$ cat config.mk
export PLATFORM = sky130hd
export DESIGN_NAME = ilod_top
export DESIGN_NICKNAME = d
export VERILOG_FILES = /design/src/hdl/ilod_pkg.sv /design/src/hdl/ilod_addr_gen.sv /design/src/hdl/ilod_alu.sv /design/src/hdl/ilod_top.sv
export SDC_FILE = /design/constraint.sdc
export NUM_CORES = 1
export LEC_CHECK = 0
export BUFFER_PORTS_ARGS = -buffer_cell sky130_fd_sc_hd__buf_4
export CAP_MARGIN = 20
export CORE_UTILIZATION = 47
export DETAILED_ROUTE_END_ITERATION = 12
export PLACE_DENSITY = 0.76
export SLEW_MARGIN = 10
export SYNTH_ARGS = -nofsm -noshare
export SYNTH_HDL_FRONTEND = slang
export SYNTH_SLANG_ARGS = --single-unit
$ cat constraint.sdc
create_clock -name ref_clk_i -period 2.11 [get_ports ref_clk_i]
set_input_delay 0.1055 -clock ref_clk_i [delete_from_list [all_inputs] [get_ports ref_clk_i]]
set_output_delay 0.1055 -clock ref_clk_i [all_outputs]
set_load 0.01 [all_outputs]
$ cat src/hdl/ilod_pkg.sv
// Purpose: Shared constants and types for the indexed literal offset decoder
// Assumes: 8-bit data path, 12-bit data-memory address, 16-bit instruction word
// Notes:   Opcode patterns compare against the upper instruction bits only
package ilod_pkg;

  // ************************************************************
  // Widths
  // ************************************************************
  localparam int DATA_W   = 8;
  localparam int ADDR_W   = 12;
  localparam int BANK_W   = 4;
  localparam int INSTR_W  = 16;
  localparam int BIT_W    = 3;
  localparam int NIBBLE_W = 4;
  localparam int STATUS_W = 5;

  // ************************************************************
  // Addressing
  // ************************************************************
  localparam logic [DATA_W-1:0] ACCESS_OFFSET_MAX = 8'h5F;
  localparam logic [BANK_W-1:0] ACCESS_LOW_BANK   = 4'h0;
  localparam logic [BANK_W-1:0] ACCESS_HIGH_BANK  = 4'hF;

  // ************************************************************
  // Instruction fields
  // ************************************************************
  localparam int OFFSET_MSB = 7;
  localparam int ACCESS_BIT = 8;
  localparam int DEST_BIT   = 9;
  localparam int BITNUM_LSB = 9;
  localparam int BITNUM_MSB = 11;

  localparam logic [5:0] ADD_OPCODE    = 6'h09;
  localparam logic [3:0] BSET_OPCODE   = 4'h8;
  localparam logic [6:0] SETALL_OPCODE = 7'h34;

  localparam logic DEST_ACCUM = 1'b0;
  localparam logic DEST_FILE  = 1'b1;

  localparam logic [DATA_W-1:0] SET_ALL_VALUE = 8'hFF;

  // ************************************************************
  // Status flags and reset values
  // ************************************************************
  localparam int FLAG_C  = 0;
  localparam int FLAG_DC = 1;
  localparam int FLAG_Z  = 2;
  localparam int FLAG_OV = 3;
  localparam int FLAG_N  = 4;

  localparam logic [STATUS_W-1:0] STATUS_RST = 5'h00;
  localparam logic [DATA_W-1:0]   ACCUM_RST  = 8'h00;
  localparam logic [ADDR_W-1:0]   ADDR_RST   = 12'h000;
  localparam logic [INSTR_W-1:0]  INSTR_RST  = 16'h0000;

  // ************************************************************
  // Types
  // ************************************************************
  typedef enum logic [1:0] {
    ILOD_Q1 = 2'b00,
    ILOD_Q2 = 2'b01,
    ILOD_Q3 = 2'b10,
    ILOD_Q4 = 2'b11
  } ilod_phase_t;

  typedef enum logic [1:0] {
    ILOD_OP_NONE   = 2'b00,
    ILOD_OP_ADD    = 2'b01,
    ILOD_OP_BSET   = 2'b10,
    ILOD_OP_SETALL = 2'b11
  } ilod_op_t;

endpackage

$ cat src/hdl/ilod_addr_gen.sv
// Purpose: Effective data-memory address for one file-register operand
// Assumes: Combinational, same clock domain as the core
// Notes:   Pointer sum wraps inside the address space
`timescale 1ns/100ps
`default_nettype none
module ilod_addr_gen (
  // Mode and operand
  input  wire logic                        ext_en_i,
  input  wire logic                        access_i,
  input  wire logic [ilod_pkg::DATA_W-1:0] offset_i,
  // Pointer and bank
  input  wire logic [ilod_pkg::ADDR_W-1:0] idx_ptr_i,
  input  wire logic [ilod_pkg::BANK_W-1:0] bank_i,
  // Result
  output logic      [ilod_pkg::ADDR_W-1:0] eff_addr_o,
  output logic                             indexed_o
);

  logic                        low_range;
  logic [ilod_pkg::ADDR_W-1:0] idx_sum;
  logic [ilod_pkg::ADDR_W-1:0] access_addr;
  logic [ilod_pkg::ADDR_W-1:0] literal_addr;

  assign low_range = (offset_i <= ilod_pkg::ACCESS_OFFSET_MAX);
  // Only a low-range access-bank operand is redirected
  assign indexed_o = ext_en_i & ~access_i & low_range; // RULE1 RULE11 RULE13
  // Carry out of the top address bit is dropped
  assign idx_sum = idx_ptr_i + {{(ilod_pkg::ADDR_W-ilod_pkg::DATA_W){1'b0}}, offset_i}; // RULE14
  assign access_addr = low_range ? {ilod_pkg::ACCESS_LOW_BANK, offset_i}
                                 : {ilod_pkg::ACCESS_HIGH_BANK, offset_i}; // RULE13
  assign literal_addr = access_i ? {bank_i, offset_i} : access_addr; // RULE12
  assign eff_addr_o = indexed_o ? idx_sum : literal_addr; // RULE1

endmodule // ilod_addr_gen
`default_nettype wire

$ cat src/hdl/ilod_alu.sv
// Purpose: Result and status flags for add, bit-set and set-all
// Assumes: Combinational, operands stable through the process phase
// Notes:   Flag write enable is high only for the add
`timescale 1ns/100ps
`default_nettype none
module ilod_alu (
  // Operation
  input  wire ilod_pkg::ilod_op_t            op_i,
  input  wire logic [ilod_pkg::BIT_W-1:0]    bit_sel_i,
  // Operands
  input  wire logic [ilod_pkg::DATA_W-1:0]   accum_i,
  input  wire logic [ilod_pkg::DATA_W-1:0]   opnd_i,
  // Result
  output logic      [ilod_pkg::DATA_W-1:0]   result_o,
  output logic      [ilod_pkg::STATUS_W-1:0] flags_o,
  output logic                               flags_wr_o
);

  logic [ilod_pkg::DATA_W:0]   sum;
  logic [ilod_pkg::NIBBLE_W:0] nib_sum;
  logic [ilod_pkg::DATA_W-1:0] bit_mask;

  assign sum     = {1'b0, accum_i} + {1'b0, opnd_i}; // RULE2
  assign nib_sum = {1'b0, accum_i[ilod_pkg::NIBBLE_W-1:0]}
                 + {1'b0, opnd_i[ilod_pkg::NIBBLE_W-1:0]};

  genvar gi;
  generate
    for (gi = 0; gi < ilod_pkg::DATA_W; gi++) begin : g_mask
      assign bit_mask[gi] = (bit_sel_i == ilod_pkg::BIT_W'(gi)); // RULE6
    end
  endgenerate

  assign result_o = (op_i == ilod_pkg::ILOD_OP_ADD)    ? sum[ilod_pkg::DATA_W-1:0] :
                    (op_i == ilod_pkg::ILOD_OP_BSET)   ? (opnd_i | bit_mask) : // RULE6
                    (op_i == ilod_pkg::ILOD_OP_SETALL) ? ilod_pkg::SET_ALL_VALUE : // RULE8
                    opnd_i;

  assign flags_o[ilod_pkg::FLAG_C]  = sum[ilod_pkg::DATA_W]; // RULE4
  assign flags_o[ilod_pkg::FLAG_DC] = nib_sum[ilod_pkg::NIBBLE_W]; // RULE4
  assign flags_o[ilod_pkg::FLAG_Z]  = (sum[ilod_pkg::DATA_W-1:0] == 8'h00); // RULE4
  assign flags_o[ilod_pkg::FLAG_OV] = (accum_i[ilod_pkg::DATA_W-1] == opnd_i[ilod_pkg::DATA_W-1])
    & (sum[ilod_pkg::DATA_W-1] != accum_i[ilod_pkg::DATA_W-1]); // RULE4
  assign flags_o[ilod_pkg::FLAG_N]  = sum[ilod_pkg::DATA_W-1]; // RULE4
  // Bit-set and set-all leave every flag alone
  assign flags_wr_o = (op_i == ilod_pkg::ILOD_OP_ADD); // RULE4 RULE6 RULE8

endmodule // ilod_alu
`default_nettype wire

$ cat src/hdl/ilod_top.sv
// Purpose: Decode and execute of add, bit-set and set-all with indexed literal offset
// Assumes: All inputs come from logic on ref_clk_i; memory read data returns one cycle
//          after the read strobe
// Notes:   One quadrature phase per clock, four clocks per instruction cycle
//
// Operation
// RULE1 - Low access operands offset the index pointer
// RULE2 - Add accumulator to byte at pointer plus offset
// RULE3 - Destination bit: 0 accumulator, 1 memory
// RULE4 - Add updates N, OV, C, DC, Z
// RULE5 - Add word 0010 01d0 kkkk kkkk
// RULE6 - Bit-set forces chosen bit, flags untouched
// RULE7 - Bit-set word 1000 bbb0 kkkk kkkk
// RULE8 - Set-all writes FFh, flags untouched
// RULE9 - Set-all word 0110 1000 kkkk kkkk
// RULE10 - Decode, read, process, write in four phases
// RULE11 - Extension fuse low disables indexed addressing
// RULE12 - Disabled: access bit picks access or banked
// RULE13 - Redirect only when enabled, access zero, low
// RULE14 - Effective address wraps to address width
`timescale 1ns/100ps
`default_nettype none
module ilod_top (
  // Clock and reset
  input  wire logic                          ref_clk_i,
  input  wire logic                          rst_i,
  // Configuration
  input  wire logic                          extension_enable_fuse_i,
  // Instruction stream
  input  wire logic                          instr_valid_i,
  input  wire logic [ilod_pkg::INSTR_W-1:0]  instr_word_i,
  // Core registers
  input  wire logic [ilod_pkg::ADDR_W-1:0]   index_pointer_two_i,
  input  wire logic [ilod_pkg::BANK_W-1:0]   bank_select_reg_i,
  input  wire logic                          accum_load_i,
  input  wire logic [ilod_pkg::DATA_W-1:0]   accum_load_data_i,
  // Data memory
  output logic      [ilod_pkg::ADDR_W-1:0]   mem_addr_o,
  output logic                               mem_rd_o,
  input  wire logic [ilod_pkg::DATA_W-1:0]   mem_rdata_i,
  output logic                               mem_wr_o,
  output logic      [ilod_pkg::DATA_W-1:0]   mem_wdata_o,
  // Status and observation
  output logic      [ilod_pkg::DATA_W-1:0]   accum_o,
  output logic      [ilod_pkg::STATUS_W-1:0] status_o,
  output var ilod_pkg::ilod_phase_t          q_phase_o,
  output logic                               instr_taken_o,
  output logic                               instr_ignored_o,
  output logic                               indexed_o,
  output logic                               instr_done_o
);

  // ************************************************************
  // Declarations
  // ************************************************************
  ilod_pkg::ilod_phase_t               phase_ff;
  ilod_pkg::ilod_phase_t               nxt_phase;
  ilod_pkg::ilod_op_t                  op_ff;
  ilod_pkg::ilod_op_t                  dec_op;

  logic [ilod_pkg::INSTR_W-1:0]        ir_ff;
  logic [ilod_pkg::DATA_W-1:0]         result_ff;
  logic [ilod_pkg::STATUS_W-1:0]       flags_ff;
  logic                                flags_wr_ff;
  logic                                dest_file_ff;
  logic                                busy_ff;

  logic [ilod_pkg::DATA_W-1:0]         accum_ff;
  logic [ilod_pkg::STATUS_W-1:0]       status_ff;

  logic [ilod_pkg::ADDR_W-1:0]         mem_addr_ff;
  logic                                mem_rd_ff;
  logic                                mem_wr_ff;
  logic [ilod_pkg::DATA_W-1:0]         mem_wdata_ff;

  logic                                taken_ff;
  logic                                ignored_ff;
  logic                                indexed_ff;
  logic                                done_ff;

  logic                                is_add;
  logic                                is_bset;
  logic                                is_setall;

  logic                                at_q1;
  logic                                at_q2;
  logic                                at_q3;
  logic                                at_q4;
  logic                                take;

  logic [ilod_pkg::ADDR_W-1:0]         dec_addr;
  logic                                dec_indexed;
  logic [ilod_pkg::DATA_W-1:0]         alu_result;
  logic [ilod_pkg::STATUS_W-1:0]       alu_flags;
  logic                                alu_flags_wr;
  logic                                dec_dest_file;

  // Bank nibble over offset byte fills the address
  if (ilod_pkg::ADDR_W != ilod_pkg::BANK_W + ilod_pkg::DATA_W) begin : g_chk_addr
    $error("Address width mismatch");
  end
  if ((1 << ilod_pkg::BIT_W) != ilod_pkg::DATA_W) begin : g_chk_bit
    $error("Bit field width mismatch");
  end

  // ************************************************************
  // Quadrature phase sequencer
  // ************************************************************
  // Four clocks per instruction cycle
  always_comb begin
    case (phase_ff)
      ilod_pkg::ILOD_Q1: nxt_phase = ilod_pkg::ILOD_Q2;
      ilod_pkg::ILOD_Q2: nxt_phase = ilod_pkg::ILOD_Q3;
      ilod_pkg::ILOD_Q3: nxt_phase = ilod_pkg::ILOD_Q4;
      ilod_pkg::ILOD_Q4: nxt_phase = ilod_pkg::ILOD_Q1;
      default:           nxt_phase = ilod_pkg::ILOD_Q1;
    endcase
  end

  always_ff @(posedge ref_clk_i or posedge rst_i) begin
    if (rst_i) begin
      phase_ff <= ilod_pkg::ILOD_Q1;
    end else begin
      phase_ff <= nxt_phase; // RULE10
    end
  end

  assign at_q1 = (phase_ff == ilod_pkg::ILOD_Q1);
  assign at_q2 = (phase_ff == ilod_pkg::ILOD_Q2);
  assign at_q3 = (phase_ff == ilod_pkg::ILOD_Q3);
  assign at_q4 = (phase_ff == ilod_pkg::ILOD_Q4);

  // ************************************************************
  // Decode
  // ************************************************************
  // Access bit is part of each standard word; indexed form needs it at zero
  assign is_add    = (instr_word_i[15:10] == ilod_pkg::ADD_OPCODE); // RULE5
  assign is_bset   = (instr_word_i[15:12] == ilod_pkg::BSET_OPCODE); // RULE7
  assign is_setall = (instr_word_i[15:9]  == ilod_pkg::SETALL_OPCODE); // RULE9

  assign dec_op = is_add    ? ilod_pkg::ILOD_OP_ADD :
                  is_bset   ? ilod_pkg::ILOD_OP_BSET :
                  is_setall ? ilod_pkg::ILOD_OP_SETALL :
                  ilod_pkg::ILOD_OP_NONE;

  // Only the add can target the accumulator
  assign dec_dest_file = ~is_add
                        | (instr_word_i[ilod_pkg::DEST_BIT] == ilod_pkg::DEST_FILE); // RULE3

  // A word is only looked at in the decode phase
  assign take = at_q1 & instr_valid_i & (dec_op != ilod_pkg::ILOD_OP_NONE); // RULE10

  ilod_addr_gen u_addr_gen (
    .ext_en_i   (extension_enable_fuse_i),
    .access_i   (instr_word_i[ilod_pkg::ACCESS_BIT]),
    .offset_i   (instr_word_i[ilod_pkg::OFFSET_MSB:0]),
    .idx_ptr_i  (index_pointer_two_i),
    .bank_i     (bank_select_reg_i),
    .eff_addr_o (dec_addr),
    .indexed_o  (dec_indexed)
  );

  // ************************************************************
  // Process
  // ************************************************************
  ilod_alu u_alu (
    .op_i       (op_ff),
    .bit_sel_i  (ir_ff[ilod_pkg::BITNUM_MSB:ilod_pkg::BITNUM_LSB]),
    .accum_i    (accum_ff),
    .opnd_i     (mem_rdata_i),
    .result_o   (alu_result),
    .flags_o    (alu_flags),
    .flags_wr_o (alu_flags_wr)
  );

  // ************************************************************
  // Decode phase captures
  // ************************************************************
  // Fields held until the next word
  always_ff @(posedge ref_clk_i or posedge rst_i) begin
    if (rst_i) begin
      ir_ff        <= ilod_pkg::INSTR_RST;
      op_ff        <= ilod_pkg::ILOD_OP_NONE;
      dest_file_ff <= ilod_pkg::DEST_FILE;
      mem_addr_ff  <= ilod_pkg::ADDR_RST;
      indexed_ff   <= 1'b0;
    end else if (take) begin
      ir_ff        <= instr_word_i; // RULE10
      op_ff        <= dec_op;
      dest_file_ff <= dec_dest_file; // RULE3
      mem_addr_ff  <= dec_addr; // RULE1 RULE12
      indexed_ff   <= dec_indexed; // RULE11
    end
  end

  // Busy from Q2 through Q4
  always_ff @(posedge ref_clk_i or posedge rst_i) begin
    if (rst_i) begin
      busy_ff    <= 1'b0;
      taken_ff   <= 1'b0;
      ignored_ff <= 1'b0;
    end else begin
      busy_ff    <= take | (busy_ff & ~at_q4);
      taken_ff   <= take;
      // Unsupported words pass as a no-op cycle
      ignored_ff <= at_q1 & instr_valid_i & ~take;
    end
  end

  // ************************************************************
  // Operand read
  // ************************************************************
  // Strobe spans the read phase only
  always_ff @(posedge ref_clk_i or posedge rst_i) begin
    if (rst_i) begin
      mem_rd_ff <= 1'b0;
    end else begin
      mem_rd_ff <= take; // RULE10
    end
  end

  // ************************************************************
  // Process phase result capture
  // ************************************************************
  // Read data used directly, no holding flop
  always_ff @(posedge ref_clk_i or posedge rst_i) begin
    if (rst_i) begin
      result_ff   <= ilod_pkg::ACCUM_RST;
      flags_ff    <= ilod_pkg::STATUS_RST;
      flags_wr_ff <= 1'b0;
    end else if (busy_ff & at_q3) begin
      result_ff   <= alu_result; // RULE2 RULE6 RULE8
      flags_ff    <= alu_flags; // RULE4
      flags_wr_ff <= alu_flags_wr;
    end
  end

  // ************************************************************
  // Destination write
  // ************************************************************
  // Memory write strobe stands through the write phase
  always_ff @(posedge ref_clk_i or posedge rst_i) begin
    if (rst_i) begin
      mem_wr_ff    <= 1'b0;
      mem_wdata_ff <= ilod_pkg::ACCUM_RST;
    end else if (busy_ff & at_q3) begin
      mem_wr_ff    <= dest_file_ff; // RULE3 RULE10
      mem_wdata_ff <= alu_result;
    end else begin
      mem_wr_ff    <= 1'b0;
    end
  end

  // Commit at the end of the write phase; instruction result beats a load
  always_ff @(posedge ref_clk_i or posedge rst_i) begin
    if (rst_i) begin
      accum_ff <= ilod_pkg::ACCUM_RST;
    end else if (busy_ff & at_q4 & ~dest_file_ff) begin
      accum_ff <= result_ff; // RULE3
    end else if (accum_load_i) begin
      accum_ff <= accum_load_data_i;
    end
  end

  // Only the add commits flags
  always_ff @(posedge ref_clk_i or posedge rst_i) begin
    if (rst_i) begin
      status_ff <= ilod_pkg::STATUS_RST;
    end else if (busy_ff & at_q4 & flags_wr_ff) begin
      status_ff <= flags_ff; // RULE4
    end
  end

  // Done lands in the next Q1
  always_ff @(posedge ref_clk_i or posedge rst_i) begin
    if (rst_i) begin
      done_ff <= 1'b0;
    end else begin
      done_ff <= busy_ff & at_q4; // RULE10
    end
  end

  // ************************************************************
  // Outputs
  // ************************************************************
  // All outputs come from flops
  assign mem_addr_o      = mem_addr_ff;
  assign mem_rd_o        = mem_rd_ff;
  assign mem_wr_o        = mem_wr_ff;
  assign mem_wdata_o     = mem_wdata_ff;

  assign accum_o         = accum_ff;
  assign status_o        = status_ff;

  assign q_phase_o       = phase_ff;
  assign instr_taken_o   = taken_ff;
  assign instr_ignored_o = ignored_ff;
  assign indexed_o       = indexed_ff;
  assign instr_done_o    = done_ff;

endmodule // ilod_top
`default_nettype wire

Word level (Yosys, flattened, before mapping). Index checks and enable logic that the tools add are counted.

Reduce and logical (&&, ||, !) cells: 5. Bitwise logic cells: 19. Mux-type cells: 13. Magnitude comparators: 1. Add/subtract/negate cells: 3. Equal/unequal tests: 18.

Operators by type and width (number): 8-bit 2-to-1 mux (5); 12-bit 2-to-1 mux (3); 12-bit by 8-bit adder with 12-bit output (1); 3-bit == test (second input constant) (4); 1-bit bitwise AND (11); 8-bit by 8-bit adder with 9-bit output (1); 2-bit == test (second input constant) (4); 8-bit by 7-bit <= comparator with 1-bit output (second input constant) (1); 8-bit logical NOT (1); 8-bit OR (1); 2-bit case mux with 4 select lines (1); 7-bit by 6-bit == test with 1-bit output (second input constant) (1); 3-bit by 2-bit == test with 1-bit output (second input constant) (2); 6-bit by 4-bit == test with 1-bit output (second input constant) (1); 2-bit 2-to-1 mux (3); 4-bit by 4-bit adder with 5-bit output (1); 1-bit inverter (5); 2-bit by 1-bit == test with 1-bit output (second input constant) (2); 4-bit == test (second input constant) (1); 2-bit nonzero test (2); 3-bit by 1-bit == test with 1-bit output (second input constant) (1); 3-bit logical NOT (1); 2-bit logical NOT (1); 1-bit OR (2); 3 further kinds (3).

Logic and storage cells: 75. Input bits: 53. Output and inout bits: 41. Register bits after elaboration: 62.

Depth between registers and ports, before layout. Gate-level depths: netlist of the first run.

Depth after elaboration: 8. Depth in mapped cells: 9. Depth with buffers taken out: 9.

Hierarchy. Synthesis of the first run repeated with hierarchy kept, for this count alone.

Cell total of the unflattened synthesis: 307. Area total of the unflattened synthesis: 3315.7 sq um.

Modules (own cells, without submodules): ilod_top (instances 1, area an instance 2187.1 sq um, cells each 150, sequential area each 1327.5 sq um); ilod_addr_gen (instances 1, area an instance 584.3 sq um, cells each 80, sequential area each 0.0 sq um); ilod_alu (instances 1, area an instance 544.3 sq um, cells each 77, sequential area each 0.0 sq um).

Worst setup path after synthesis of the first run. Ideal clock, no wire load.

Path type: reg2reg. Start point: register accum_ff, in the netlist accum_o[0]. End point: register flags_ff[2] (netlist name). Period minus slack after synthesis: 2.149 ns. Setup slack: -0.039 ns. Data arrival time: 2.057 ns. Stages on the path, launching flop included: 10. Path buffers: 0. Data required time: 2.018 ns. Setup time: 0.092 ns. Cells stage by stage: dfrtp_1 ha_1 inv_1 fa_1 nor2b_1 o21ai_1 nand2_1 xor2_1 or4_4 o31ai_2.

Longest elaborated chain between the ends: 2.

Ends and longest elaborated chain: from (decl) (line ilod_top.sv:68) `logic [ilod_pkg::DATA_W-1:0] accum_ff;`; from (signal assigned) (line ilod_top.sv:257) `accum_ff <= ilod_pkg::ACCUM_RST;`; from (signal assigned) (line ilod_top.sv:259) `accum_ff <= result_ff;`; from (signal assigned) (line ilod_top.sv:261) `accum_ff <= accum_load_data_i;`; 8-bit by 8-bit adder with 9-bit output (line ilod_alu.sv:23) `assign sum = {1'b0, accum_i} + {1'b0, opnd_i};`; 8-bit logical NOT (line ilod_alu.sv:41) `assign flags_o[ilod_pkg::FLAG_Z] = (sum[ilod_pkg::DATA_W-1:0] == 8'h00);`; to (signal assigned) (line ilod_top.sv:229) `flags_ff <= ilod_pkg::STATUS_RST;`; to (signal assigned) (line ilod_top.sv:233) `flags_ff <= alu_flags;`; to (decl) (line ilod_top.sv:63) `logic [ilod_pkg::STATUS_W-1:0] flags_ff;`.

Every way passes these cells. A chain may end at the register's enable or synchronous reset.

Worst setup path in the final report of the first run.
Start point: register accum_ff, in the netlist accum_o[0]. End point: register mem_wdata_ff, in the netlist mem_wdata_o[6].

Longest elaborated chain between the ends: 2.

Ends and longest elaborated chain: 8-bit by 8-bit adder with 9-bit output (line ilod_alu.sv:23); 8-bit 2-to-1 mux (line ilod_alu.sv:34) `assign result_o = (op_i == ilod_pkg::ILOD_OP_ADD) ? sum[ilod_pkg::DATA_W-1:0] :`; to (signal assigned) (line ilod_top.sv:245) `mem_wdata_ff <= ilod_pkg::ACCUM_RST;`; to (signal assigned) (line ilod_top.sv:248) `mem_wdata_ff <= alu_result;`; to (decl) (line ilod_top.sv:74) `logic [ilod_pkg::DATA_W-1:0] mem_wdata_ff;`.

Every way passes these cells.

==> results.cfg, run 1 <==
[placed_design]
pre_cts_ws_ns = -0.0330
place.gp.congestion = 0.908
place_hpwl_mm = 5.84
port_buffers = 93

[sta]
finalCritPeriodShare = 1.06
setup_violations = 2
slew_headroom = 0.568
setup_ws_ns = -0.118
min_period_ns = 2.23
fin_skew_ns = 0.00567
drv_slew = 0
tightest_slew_ns = 0.648
rsz0062_at_grt = yes
clock.fmax_mhz = 449
hold_viol_final = 0

[clocking]
clk_pin_slew_ns = 0.10
root_buffer = clkbuf_8
clkSinkCount = 53
cts_tree = built
h-tree-depth = 2
clockBufferDepth = 2
clk_latency_ns = 0.32
numCtsBuffers = 5

[global_route]
grt_pass1_vias = 2775
grt-ovfl-total = 0
grt_max_degree = 54
antenna_found_initial = 0
grt_pass1_wl_mm = 12.8
groute.usage.overall = 0.222

[critical_path]
path_max_fanout = 3
timing_worst_setup_path_type = reg -> reg
critPathRequiredTime_ns = 2.37
start_kind = register
path_delay_family = compound AO/OA/AOI/OAI gates
critical_path_buf_inv_count = 1
endpoint_kind = register
max_stage_delay_ns = 0.53
cp_slowest_cell = a2111oi_0
cp_data_arrival_time_ns = 2.49
path_cells = ha_2, inv_1, fa_2, nor2b_2, o21ai_2, a21bo_1, a2111oi_0, o31a_1

[routing]
viasPerCell = 5.64
drc_errors = 0
first_pass_iters = 9
routed_wl_mm = 8.29
drtAntennaViolNets = 0
drt_iter0_drc = 193
wire_per_inst_um = 16.1
vias = 2898

[finish]
nets = 511
diodes = 0
layout-drive-gt1-share = 0.339
final_util = 0.666
syn_to_final_growth_pct = 33.9

[yosys]
syn_nets = 412
yosysUniqueCellTypes = 56
synth-seq-cells = 53
async_flop_share = 1.00
syn_inst = 337
ys.flop_type = dfrtp_1
synth_largest_area_cell = dfrtp_1
synth.avg_cell_area_um2 = 9.53
ys_top_cells_by_area = dfrtp_1 (40%), ha_1 (7.8%), a21oi_1 (5.9%)
seq_area_frac_synth = 0.413
yosysWarnings = 0
synth_common_cells = dfrtp_1 (52), a21oi_1 (38), nor2_1 (29)
synth_edf_count = 0
yosys.area.top_type_share = 0.405
syn_area_um2 = 3210
yosysMostFrequentCell = dfrtp_1

[power_and_ir_drop]
leakage_uw = 0.00209
p_per_area_nw_per_um2 = 704
ir_worst_vdd_mv = 0.353

[status]
status = finished, violations left
violations = negative setup slack

[floorplanning]
die_h_um = 84.7
fp.dieArea_um2 = 7170
rows = 29
ios = 94
die_w_um = 84.7
floorplan.initialDensity = 0.497
core_area_um2 = 6460

[worst_hold_path]
hold_path_class = in -> reg

[run]
drv_cap = 0
registers in the layout, summed over array words and instances (netlist names):
signal           flops
flags_ff             5
dest_file_ff         1
mem_addr_o          12
mem_wr_o             1
q_phase_o            2
flags_wr_ff          1
instr_done_o         1
op_ff                2
indexed_o            1
busy_ff              1
mem_rd_o             1
status_o             5
mem_wdata_o          8
accum_o              8
instr_ignored_o      1
ir_ff                3
final cells by class:
cell class | instances | area, um2
Clock inverter | 3 | 68.8
Timing Repair Buffer | 106 | 811
Tap cell | 77 | 96.3
Clock buffer | 5 | 68.8
Inverter | 18 | 67.6
Multi-Input combinational cell | 252 | 1860
Sequential cell | 53 | 1330
Fill cell | 530 | 2160
timing repair:
action	4_1_cts	5_1_grt
endpoints found under the hold margin	52	0
buffers inserted	2	3
pin swaps	6	11
endpoints found under the setup margin	2	3
hold buffers	1	0
resized for setup	2	15
metrics by stage:
step | hold WS (ns) | power (uW) | TNS [ns] | area, um2 | std cells
4_1_cts | 0.0304 | 2950 | -0.00156 | 4200 | 511
2_1_floorplan | 0.240 | 1740 | 0 | 3220 | 337
3_5_place_dp | 0.188 | 2100 | -0.0330 | 4020 | 500
5_1_grt | 0.0323 | 3170 | -0.319 | 4300 | 514
3_3_place_gp | 0.184 | 2070 | 0 | 4020 | 500
6_report | 0.0280 | 3030 | -0.172 | 4300 | 514
power by group:
part / switching (uW) / internal (uW) / total (uW) / leakage [uW]
Combinational: 445 / 470 / 915 / 0.00137
Clock: 357 / 478 / 834 / 0.0000687
Sequential: 126 / 1150 / 1280 / 0.000652
Total: 927 / 2100 / 3030 / 0.00209
worst reg2reg max path, stage by stage, from the launching register on:
cell and delay (ns):
dfrtp_1 0.37, ha_2 0.20, inv_1 0.06, fa_2 0.37
nor2b_2 0.14, o21ai_2 0.07, a21bo_1 0.22, a2111oi_0 0.53
o31a_1 0.20
final timing paths:
kind,endpoint,startpoint,slack [ns],cells past startpoint
min in group asynchronous,mem_wr_o,rst_i,0.39,4
worst max-delay path,mem_wdata_o[6],accum_o[0],-0.12,8
worst min-delay path,ir_ff[11],instr_word_i[11],0.03,2
max in group asynchronous,dest_file_ff,rst_i,1.43,4
worst max register to register,mem_wdata_o[6],accum_o[0],-0.12,8
worst min register to register,flags_ff[3],flags_ff[3],0.49,2
per-layer routing:
metal  part of all wire  up-vias  GRT usage
met2               0.48      116      0.381
met1               0.42     1375      0.271
met4              0.023        0     0.0709
met5                  0        -          0
met3              0.072       17     0.0600
li1                   -     1390          -
cell families after synthesis:
logic type,share of synthesized area
DFF,0.413
and+or+nand+nor,0.146
AOI/OAI and AO/OA,0.194
buffers and inverters,0.0397
adders and majority gates,0.0903
muxes,0.0787
xor gates and xnor gates,0.0382
placed cells by master, fill, tap and decap left out, types with 5 or more instances in the layout:
cell      instances
ha_1             16
nand2b_1          6
nor2b_1           9
a21oi_1          37
nand2_1          20
mux2_2            7
buf_4           104
inv_1            17
mux2i_1          14
dfrtp_1          52
a21o_1            5
o21ai_0          19
xor2_1            8
o21ai_1           6
clkbuf_8          5
nor2_1           29
(Power assumes the default switching activity.)
==> run 2, diff against run 1 <==
Settings changed: REMOVE_ABC_BUFFERS from default to 1.
==> results.cfg, run 2 (synthesis gave the netlist of run 1 again) <==
[routing]
vias = 2841
drt_iter0_drc = 126
viasPerCell = 5.47
wire_per_inst_um = 15.2
drc_errors = 0
first_pass_iters = 6
routed_wl_mm = 7.89
drtAntennaViolNets = 0

[placed_design]
place_hpwl_mm = 6.07
pre_cts_ws_ns = -0.0403
place.gp.congestion = 0.838
port_buffers = 93

[floorplanning]
core_area_um2 = 6460
die_w_um = 84.7
fp.dieArea_um2 = 7170
floorplan.initialDensity = 0.497
ios = 94
die_h_um = 84.7
rows = 29

[finish]
layout_commonest_cell = buf_4
layout_common_cells = buf_4 (110), dfrtp_1 (52), a21oi_1 (37), nor2_1 (29), nand2_1 (21)
diodes = 0
layout-drive-gt1-share = 0.333
multi_input_area_um2 = 1830
nets = 516
regArea_um2 = 1330
syn_to_final_growth_pct = 32.1
largest_reg_flops = 12
fill_cells = 541

[global_route]
grt_max_degree = 26
grt_pass1_wl_mm = 13.0
grt-ovfl-total = 0
antenna_found_initial = 0
grt_pass1_vias = 2842
groute.usage.overall = 0.227

[status]
status = finished, violations left
violations = negative setup slack

[critical_path]
critical_path_buf_inv_count = 1
max_stage_delay_ns = 0.52
endpoint_kind = register
timing_worst_setup_path_type = reg -> reg
path_max_fanout = 2
r2r_slack_ns = -0.06
critPathRequiredTime_ns = 2.33
path_delay_family = simple AND/OR/NAND/NOR gates
cp_data_arrival_time_ns = 2.40
path_cells = ha_2, inv_2, fa_2, nor2b_2, o21ai_2, nand2_1, xor2_1, or4_4, o31ai_2
start_kind = register
cp_slowest_cell = or4_4

[power_and_ir_drop]
p_sw_uw = 896
seqPwrFrac = 0.463
ir_worst_vdd_mv = 0.330
clock_power_share = 0.213
switching_share = 0.326
p_per_area_nw_per_um2 = 648
intPower_uw = 1850
finalPower_uw = 2750
p_comb_frac = 0.324
leakage_uw = 0.00206

[clocking]
h-tree-depth = 2
root_buffer = clkbuf_8
clkSinkCount = 53
clk_pin_slew_ns = 0.10
cts_tree = built
clk_latency_ns = 0.31
clockBufferDepth = 2
numCtsBuffers = 5

[sta]
drv_slew = 0
fin_skew_ns = 0.00556
setup_ws_ns = -0.0612
rsz0062_at_grt = yes
min_period_ns = 2.17
setup_violations = 3
tns_ns = -0.0957
tightest_slew_ns = 0.652
finalCritPeriodShare = 1.03
hold_viol_final = 0
slew_headroom = 0.565
clock.fmax_mhz = 461

[worst_hold_path]
hold_path_class = in -> reg

[run]
drv_cap = 0
run 2: changes by cell type in the layout (fill, tap and decap cells not counted), sizes merged:
cell      change
bufinv        -2
clkinvlp      +3
inv           -1
buf           +5
run 2: power by group through the flow:
stage	clock [uW]	sequential, uW	combinational, uW
4_1_cts	606	1270	870
3_5_place_dp	0	1290	823
5_1_grt	644	1290	977
6_report	586	1270	891
2_1_floorplan	0	1310	417
3_3_place_gp	0	1280	799
run 2: metal layers:
layer | wire, um | GRT usage
met1 | 3210 | 0.262
met2 | 4150 | 0.410
met3 | 378 | 0.0492
met4 | 153 | 0.0878
met5 | 0 | 0
run 2: final timing paths:
check / endpoint / start / cells after the start
setup reg to reg: flags_ff[2] / accum_o[0] / 9
min in group asynchronous: op_ff[0] / rst_i / 3
max in group asynchronous: mem_wdata_o[5] / rst_i / 4
hold reg to reg: flags_ff[3] / flags_ff[3] / 2
hold / removal: ir_ff[11] / instr_word_i[11] / 2
setup / recovery: flags_ff[2] / accum_o[0] / 9
run 2: what timing repair did:
| item | in CTS | in global routing |
|---|---|---|
| gates cloned | 0 | 0 |
| resized for setup | 6 | 7 |
| pin swaps | 2 | 3 |
| hold buffers | 1 | 0 |
| buffers inserted | 6 | 2 |
| setup endpoints to repair | 1 | 4 |
| hold endpoints to repair | 22 | 0 |
run 2: stage by stage:
stage           util  cell area [um2]  hold WS (ns)  instances
2_1_floorplan      -             3150         0.240        323
3_3_place_gp   0.624             4030         0.183        503
3_5_place_dp   0.624             4030         0.193        503
4_1_cts        0.652             4210        0.0244        517
5_1_grt        0.657             4240        0.0325        519
6_report       0.657             4240        0.0277        519
run 2: layout make-up:
type	count	area share
clock inverters	3	0.00531
inverters	18	0.0159
clock buffers	5	0.0162
repair buffers	111	0.197
multi-input cells	252	0.430
flip-flops and latches	53	0.313
well taps	77	0.0227
